$ cat src/verilog/vpsc_pkg.sv
// package: register map, field layout and reset values of the power stage config slice
package vpsc_pkg;
  // register offsets
  localparam logic [7:0] VPSC_OFS_TARGET_LOWER = 8'h7A;
  localparam logic [7:0] VPSC_OFS_TARGET_UPPER = 8'h7B;
  localparam logic [7:0] VPSC_OFS_CURRENT      = 8'h80;
  localparam logic [7:0] VPSC_OFS_CABLE_COMP   = 8'h81;
  localparam logic [7:0] VPSC_OFS_ILIM         = 8'h82;
  localparam logic [7:0] VPSC_OFS_CONV         = 8'h83;
  localparam logic [7:0] VPSC_OFS_WDOG         = 8'h84;
  // reset values
  localparam logic [7:0] VPSC_RST_TARGET_UPPER = 8'h00;
  localparam logic [5:0] VPSC_RST_GAIN         = 6'h00;
  localparam logic [7:0] VPSC_RST_ILIM         = 8'h80;
  localparam logic [2:0] VPSC_RST_SLOPE        = 3'h3;
  localparam logic [1:0] VPSC_RST_FSW          = 2'h2;
  localparam logic       VPSC_RST_SYNC_DIR     = 1'b1;
  localparam logic [1:0] VPSC_RST_SPREAD       = 2'h0;
  localparam logic [1:0] VPSC_RST_WDOG         = 2'h0;
  localparam logic [15:0] VPSC_RST_SETPOINT    = 16'h0000;
  // field widths
  localparam int VPSC_GAIN_W = 6;
  localparam int VPSC_MEAS_W = 7;

  // converter setup register layout, msb first
  typedef struct packed {
    logic [2:0] slope_ramp_select;
    logic [1:0] switching_frequency_select;
    logic       sync_dir;
    logic [1:0] spread_select;
  } vpsc_conv_t;

  // register access request
  typedef struct packed {
    logic       wr;
    logic [7:0] addr;
    logic [7:0] wdata;
  } vpsc_req_t;

  // held configuration toward the analog side
  typedef struct packed {
    logic [15:0] setpoint;
    logic [5:0]  gain;
    logic [7:0]  current_limit_code;
    vpsc_conv_t  conv;
    logic [1:0]  watchdog_timeout_select;
  } vpsc_cfg_t;
endpackage : vpsc_pkg

$ cat src/verilog/vpsc_regs.sv
// module: power stage configuration register slice
// Functional notes
// - target is 16 bits, low and high byte; this slice stores the high byte
// - output setpoint follows stored target only on source-nondefault command
// - current register is read-only, 7-bit code, 50 mA per count
// - current register bit 7 always reads zero
// - cable compensation gain is 6 bits in low bits, resets to zero
// - current-limit target is 8-bit, 25 mA steps, resets to 0x80
// - slope field bits 7:5, 100 to 800 mV, resets to 011
// - switching frequency field bits 4:3, resets to 10
// - sync direction bit 2: zero output, one input, resets to input
// - spread-spectrum field bits 1:0, resets to disabled
// - watchdog timeout field bits 1:0, resets to one second
`timescale 1ns/100ps
`default_nettype none
module vpsc_regs
  import vpsc_pkg::*;
(
  input  wire logic                   mclk,
  input  wire logic                   rst_n,
  input  wire vpsc_req_t              req,
  input  wire logic                   req_valid,
  output logic [7:0]                  rdata,
  input  wire logic [7:0]             output_target_lower,
  input  wire logic                   source_nondefault_command,
  input  wire logic [VPSC_MEAS_W-1:0] current_meas,
  output vpsc_cfg_t                   cfg,
  output logic                        sync_pin_o,
  output logic                        sync_pin_oe
);
  logic [7:0]  output_target_upper_q;
  logic [5:0]  gain_q;
  logic [7:0]  ilim_q;
  vpsc_conv_t  conv_q;
  logic [1:0]  wdog_q;
  logic [15:0] setpoint_q;
  logic [7:0]  rdata_q;

  // write strobe for one offset
  function automatic logic wr_hit(input vpsc_req_t r, input logic v, input logic [7:0] ofs);
    wr_hit = v && r.wr && (r.addr == ofs);
  endfunction : wr_hit

  // upper target byte store
  always_ff @(posedge mclk) begin
    if (!rst_n) begin
      output_target_upper_q <= VPSC_RST_TARGET_UPPER;
    end else if (wr_hit(req, req_valid, VPSC_OFS_TARGET_UPPER)) begin
      output_target_upper_q <= req.wdata;
    end
  end

  // setpoint takes the full target only on the command
  always_ff @(posedge mclk) begin
    if (!rst_n) begin
      setpoint_q <= VPSC_RST_SETPOINT;
    end else if (source_nondefault_command) begin
      setpoint_q <= {output_target_upper_q, output_target_lower};
    end
  end

  // cable compensation gain, upper bits dropped
  always_ff @(posedge mclk) begin
    if (!rst_n) begin
      gain_q <= VPSC_RST_GAIN;
    end else if (wr_hit(req, req_valid, VPSC_OFS_CABLE_COMP)) begin
      gain_q <= req.wdata[VPSC_GAIN_W-1:0];
    end
  end

  // current limit target
  always_ff @(posedge mclk) begin
    if (!rst_n) begin
      ilim_q <= VPSC_RST_ILIM;
    end else if (wr_hit(req, req_valid, VPSC_OFS_ILIM)) begin
      ilim_q <= req.wdata;
    end
  end

  // converter setup fields
  always_ff @(posedge mclk) begin
    if (!rst_n) begin
      conv_q <= '{VPSC_RST_SLOPE, VPSC_RST_FSW, VPSC_RST_SYNC_DIR, VPSC_RST_SPREAD};
    end else if (wr_hit(req, req_valid, VPSC_OFS_CONV)) begin
      conv_q <= vpsc_conv_t'(req.wdata);
    end
  end

  // watchdog timeout select
  always_ff @(posedge mclk) begin
    if (!rst_n) begin
      wdog_q <= VPSC_RST_WDOG;
    end else if (wr_hit(req, req_valid, VPSC_OFS_WDOG)) begin
      wdog_q <= req.wdata[1:0];
    end
  end

  // registered read data, one cycle after the request
  always_ff @(posedge mclk) begin
    if (!rst_n) begin
      rdata_q <= 8'h00;
    end else if (req_valid && !req.wr) begin
      case (req.addr)
        VPSC_OFS_TARGET_UPPER: rdata_q <= output_target_upper_q;
        VPSC_OFS_CURRENT:      rdata_q <= {1'b0, current_meas};
        VPSC_OFS_CABLE_COMP:   rdata_q <= {2'b00, gain_q};
        VPSC_OFS_ILIM:         rdata_q <= ilim_q;
        VPSC_OFS_CONV:         rdata_q <= conv_q;
        VPSC_OFS_WDOG:         rdata_q <= {6'h00, wdog_q};
        default:               rdata_q <= 8'h00;
      endcase
    end
  end

  // outputs
  assign rdata       = rdata_q;
  assign cfg         = '{setpoint_q, gain_q, ilim_q, conv_q, wdog_q};
  assign sync_pin_oe = ~conv_q.sync_dir;
  assign sync_pin_o  = 1'b0;

  // checks
  curr_msb_zero_a: assert property (@(posedge mclk) disable iff (!rst_n)
    req_valid && !req.wr && req.addr == VPSC_OFS_CURRENT |=> rdata[7] == 1'b0 && rdata[6:0] == $past(current_meas))
    else $error("current read msb or value wrong");
  setpoint_hold_a: assert property (@(posedge mclk) disable iff (!rst_n)
    !source_nondefault_command |=> $stable(cfg.setpoint))
    else $error("setpoint moved without command");
  setpoint_load_a: assert property (@(posedge mclk) disable iff (!rst_n)
    source_nondefault_command |=> cfg.setpoint == {$past(output_target_upper_q), $past(output_target_lower)})
    else $error("setpoint not loaded from target");
  gain_pad_a: assert property (@(posedge mclk) disable iff (!rst_n)
    req_valid && !req.wr && req.addr == VPSC_OFS_CABLE_COMP |=> rdata[7:6] == 2'b00)
    else $error("gain upper bits not zero");
  wdog_pad_a: assert property (@(posedge mclk) disable iff (!rst_n)
    req_valid && !req.wr && req.addr == VPSC_OFS_WDOG |=> rdata[7:2] == 6'h00)
    else $error("watchdog upper bits not zero");
  ilim_write_a: assert property (@(posedge mclk) disable iff (!rst_n)
    req_valid && req.wr && req.addr == VPSC_OFS_ILIM |=> cfg.current_limit_code == $past(req.wdata))
    else $error("limit write lost");
  conv_reset_a: assert property (@(posedge mclk)
    !rst_n |=> cfg.conv.slope_ramp_select == VPSC_RST_SLOPE
      && cfg.conv.switching_frequency_select == VPSC_RST_FSW
      && cfg.conv.sync_dir == VPSC_RST_SYNC_DIR
      && cfg.conv.spread_select == VPSC_RST_SPREAD)
    else $error("converter setup reset wrong");
  sync_dir_a: assert property (@(posedge mclk) disable iff (!rst_n)
    sync_pin_oe == !cfg.conv.sync_dir)
    else $error("sync direction wrong");
  gain_hold_a: assert property (@(posedge mclk) disable iff (!rst_n)
    !(req_valid && req.wr && req.addr == VPSC_OFS_CABLE_COMP) |=> $stable(cfg.gain))
    else $error("gain changed without write");

  // target bytes: upper write lands and reads back, lower offset reads zero
  upper_write_a: assert property (@(posedge mclk) disable iff (!rst_n)
    req_valid && req.wr && req.addr == VPSC_OFS_TARGET_UPPER
      |=> output_target_upper_q == $past(req.wdata))
    else $error("upper target write lost");
  upper_read_a: assert property (@(posedge mclk) disable iff (!rst_n)
    req_valid && !req.wr && req.addr == VPSC_OFS_TARGET_UPPER
      |=> rdata == $past(output_target_upper_q))
    else $error("upper target read wrong");
  lower_read_a: assert property (@(posedge mclk) disable iff (!rst_n)
    req_valid && !req.wr && req.addr == VPSC_OFS_TARGET_LOWER |=> rdata == 8'h00)
    else $error("lower target offset read not zero");

  // current reading never exceeds the 7-bit code range
  curr_range_a: assert property (@(posedge mclk) disable iff (!rst_n)
    req_valid && !req.wr && req.addr == VPSC_OFS_CURRENT |=> rdata <= 8'h7F)
    else $error("current read out of range");

  // gain field: write, readback and reset
  gain_write_a: assert property (@(posedge mclk) disable iff (!rst_n)
    req_valid && req.wr && req.addr == VPSC_OFS_CABLE_COMP
      |=> cfg.gain == $past(req.wdata[VPSC_GAIN_W-1:0]))
    else $error("gain write lost");
  gain_read_a: assert property (@(posedge mclk) disable iff (!rst_n)
    req_valid && !req.wr && req.addr == VPSC_OFS_CABLE_COMP
      |=> rdata[VPSC_GAIN_W-1:0] == $past(cfg.gain))
    else $error("gain read wrong");
  gain_reset_a: assert property (@(posedge mclk)
    !rst_n |=> cfg.gain == VPSC_RST_GAIN)
    else $error("gain reset wrong");

  // current limit: reset value and hold between writes
  ilim_reset_a: assert property (@(posedge mclk)
    !rst_n |=> cfg.current_limit_code == VPSC_RST_ILIM)
    else $error("limit reset wrong");
  ilim_hold_a: assert property (@(posedge mclk) disable iff (!rst_n)
    !(req_valid && req.wr && req.addr == VPSC_OFS_ILIM)
      |=> $stable(cfg.current_limit_code))
    else $error("limit changed without write");

  // converter setup: whole byte lands and holds
  conv_write_a: assert property (@(posedge mclk) disable iff (!rst_n)
    req_valid && req.wr && req.addr == VPSC_OFS_CONV |=> cfg.conv == $past(req.wdata))
    else $error("converter setup write lost");
  conv_hold_a: assert property (@(posedge mclk) disable iff (!rst_n)
    !(req_valid && req.wr && req.addr == VPSC_OFS_CONV) |=> $stable(cfg.conv))
    else $error("converter setup changed without write");

  // watchdog select: write, reset and hold
  wdog_write_a: assert property (@(posedge mclk) disable iff (!rst_n)
    req_valid && req.wr && req.addr == VPSC_OFS_WDOG
      |=> cfg.watchdog_timeout_select == $past(req.wdata[1:0]))
    else $error("watchdog write lost");
  wdog_reset_a: assert property (@(posedge mclk)
    !rst_n |=> cfg.watchdog_timeout_select == VPSC_RST_WDOG)
    else $error("watchdog reset wrong");
  wdog_hold_a: assert property (@(posedge mclk) disable iff (!rst_n)
    !(req_valid && req.wr && req.addr == VPSC_OFS_WDOG)
      |=> $stable(cfg.watchdog_timeout_select))
    else $error("watchdog changed without write");

  // setpoint cleared by reset
  setpoint_reset_a: assert property (@(posedge mclk)
    !rst_n |=> cfg.setpoint == VPSC_RST_SETPOINT)
    else $error("setpoint reset wrong");

  // read data stands until the next read
  rdata_hold_a: assert property (@(posedge mclk) disable iff (!rst_n)
    !(req_valid && !req.wr) |=> $stable(rdata))
    else $error("read data moved without read");

  // sync drive value is tied low by this slice
  sync_value_a: assert property (@(posedge mclk) disable iff (!rst_n)
    sync_pin_o == 1'b0)
    else $error("sync drive value not low");
endmodule : vpsc_regs
`default_nettype wire

$ cat config.mk
export PLATFORM = sky130hd
export DESIGN_NAME = vpsc_regs
export DESIGN_NICKNAME = d
export VERILOG_FILES = /design/src/verilog/vpsc_pkg.sv /design/src/verilog/vpsc_regs.sv
export SDC_FILE = /design/constraint.sdc
export NUM_CORES = 1
export LEC_CHECK = 0
export BUFFER_PORTS_ARGS = -buffer_cell sky130_fd_sc_hd__buf_2
export CORE_UTILIZATION = 40
export DETAILED_ROUTE_END_ITERATION = 16
export GPL_TIMING_DRIVEN = 0
export PLACE_DENSITY = 0.66
export SYNTH_ARGS = -nofsm -noshare
export SYNTH_HDL_FRONTEND = slang
export SYNTH_SLANG_ARGS = --single-unit
$ cat constraint.sdc
create_clock -name mclk -period 2.67 [get_ports mclk]
set_input_delay 0.534 -clock mclk [delete_from_list [all_inputs] [get_ports mclk]]
set_output_delay 0.534 -clock mclk [all_outputs]
set_load 0.1 [all_outputs]
==> flow_summary.yaml <==
worst_setup_path:
  crit_path_start_kind: "input port"
  cp_common_cell: "nand2_1"
  reg2regPathDepth: 3
  r2r-end: "rdata[0]"
  cp_top_family: "simple AND/OR/NAND/NOR gates"
  cp.arrival_ns: 2.30
  worstSetupPathType: "input port to flip-flop"
  r2r-start: "cfg[2]"
  slowest_stage: "nor3_4"
  critPathMaxFanout: 10
  path_cells: "buf_2 -> buf_1 -> nand2_1 -> nor3_4 -> mux2i_1 -> nand2_1"
  required_ns: 2.85
  end_kind: "flip-flop"
  cp.buffers_inverters: 2
  slowest_delay_ns: 0.57
  reg2reg_slack_ns: 1.37
sta:
  setup_viol: 0
  clock.fmax_mhz: 472.3
  fin_skew_ns: 0.007606
  min_period_ns: 2.117
  slew_headroom: 0.5339
  setup_tns_ns: 0
  final-max-slew-violation-count: 0
  fin_crit_sh: 0.7930
  final_hold_viol_count: 0
  worst_pin_slew_ns: 0.6992
  rsz0062_at_grt: "no"
final_layout:
  fin_util: 0.5186
  syn_to_final_growth_pct: 23.66
  drive_gt1_frac: 0.3323
  nets: 360
  antenna-diode-count: 0
  final_common_cell: "buf_2"
  final_cell_mix: "84 x buf_2, 56 x dfxtp_1, 47 x mux2i_1, 47 x nor2b_1, 17 x nand2_1"
global_routing:
  grt_max_degree: 16
  grt_pass1_wl_um: 9908
  grt_use_total: 0.2074
  grt_pass1_vias: 1886
  antenna_found_initial: 0
  grt.overflow.total: 0
die:
  core_area_mm2: 0.005991
  dieArea_mm2: 0.006602
  rows: 28
  dieHeight_um: 81.25
  initial_core_util: 0.4194
  fp.dieW_um: 81.25
  io_pins: 86
clocking:
  cts_setup_buffers: 0
  clkSinkCount: 56
  numCtsBuffers: 5
  path_clk_slew_ns: 0.10
  cts_resized: 0
  htree_levels: 2
  cts_tree: "built"
  clockBufferDepth: 2
  cts-root-buf: "clkbuf_8"
  clock_latency_ns: 0.31
  hold_buffers: 0
routing:
  drc: 0
  drt_iter0_markers: 80
  vias: 2002
  drt-total-wl_um: 6382
  final_antenna_net_count: 0
  first_pass_iters: 4
  wire_per_inst_um: 15.96
  via_per_inst: 5.005
run:
  drv_cap: 0
worst_hold_path:
  min_path_cells: 2
  hold_path_end: "rdata[4]"
  min_path_type: "flip-flop to flip-flop"
  holdCritStartpoint: "rdata[4]"
synthesis:
  synthTopCellsByArea: "dfxtp_1 45%, mux2i_1 19%, nor2b_1 12%"
  synth_top_area_cell: "dfxtp_1"
  postSynthCellCount: 235
  synth_edf_count: 0
  synth-seq-cells: 56
  ys_types: 36
  synth_top_cell_area_share: 0.4462
  synth_fp_nets: 271
  netlist_area_mm2: 0.002512
  yosysSeqAreaShare: 0.4462
  syn_avg_cell_area_um2: 10.69
  synthFlopType: "dfxtp_1"
  yosys_warnings: 0
  async_flop_share: 0
pwr:
  total_power_mw: 1.537
  p_leak_nw: 1.314
  ir_drop_mv: 0.2705
  powerDensity_mw_per_mm2: 494.9
outcome:
  status: "complete, no violations"
placed_design:
  numPortBuffers: 82
  dp_hpwl_um: 4616
  place_congestion: 0.8073
cells by family (layout without fill, tap and decap cells):
kind of cell,Yosys count,in the layout,share of synthesized area
other,1,1,0.001493
and+or+nand+nor,85,85,0.2171
buffers and inverters,15,105,0.03386
DFF,56,56,0.4462
muxes,54,54,0.2366
AOI/OAI and AO/OA,24,24,0.06474
synthesized netlist by cell type (all sizes together) (3+ instances only):
cell type	instances
a21oi	3
buf	7
a221oi	5
dfxtp	56
nor2b	47
nand2	17
mux2	3
nand2b	3
nand4	3
nor2	3
clkbuf	7
o21ai	8
nor4	3
a22oi	5
mux4	4
mux2i	47
report_power, final:
part	switching, mW	total [mW]	internal [mW]	leakage (nW)
Combinational	0.143	0.209	0.0657	0.815
Sequential	0.00416	0.848	0.844	0.453
Clock	0.268	0.481	0.213	0.0455
registers in the layout, summed over array words and instances (netlist names):
signal	cells
cfg	8
gain_q	6
ilim_q	8
output_target_upper_q	8
rdata	8
setpoint_q	16
wdog_q	2
worst min-delay path: cells and delay by family, from the launching register on:
kind / cells / cell delay (ns)
AOI/OAI and AO/OA: 1 / 0.05
and+or+nand+nor: 1 / 0.05
DFF: 1 / 0.34
through the flow:
stage               instance area (um2)  hold WS (ns)  setup WS, ns  std cells
detailed placement                 3017        0.4445        0.1836        392
floorplan                          2512        0.5050        0.5009        235
CTS                                3107        0.4666        0.5221        400
finish                             3107        0.4679        0.5526        400
global placement                   3017        0.4326        0.2033        392
global route                       3107        0.4833        0.3826        400
worst max-delay path by stage:
stage,end,startpoint,depth (start not counted),slack (ns)
finish,cfg[7],req[8],6,0.55
global route,cfg[7],req[8],6,0.38
CTS,cfg[7],req[8],6,0.52
detailed placement,cfg[7],req[8],6,0.18
global placement,cfg[7],req[8],6,0.20
floorplan,sync_pin_oe,cfg[4],1,0.50
final cells by class:
class                      count  area (um2)
sequential                    56        1121
clock buffer                   8       90.09
buffer                        14       81.33
inverter                       1       3.754
multi-input combinational    164        1306
fill                         578        2884
tap                           75       93.84
timing repair buffer          82       410.4
metal layers:
metal,part of all wire,global-route usage,routed length [um]
met3,0.054,0.04382,342
met1,0.44,0.2675,2821
met4,0.015,0.08571,93
met5,0,0,0
met2,0.49,0.3345,3124
Power figures use the tool's default switching activity.
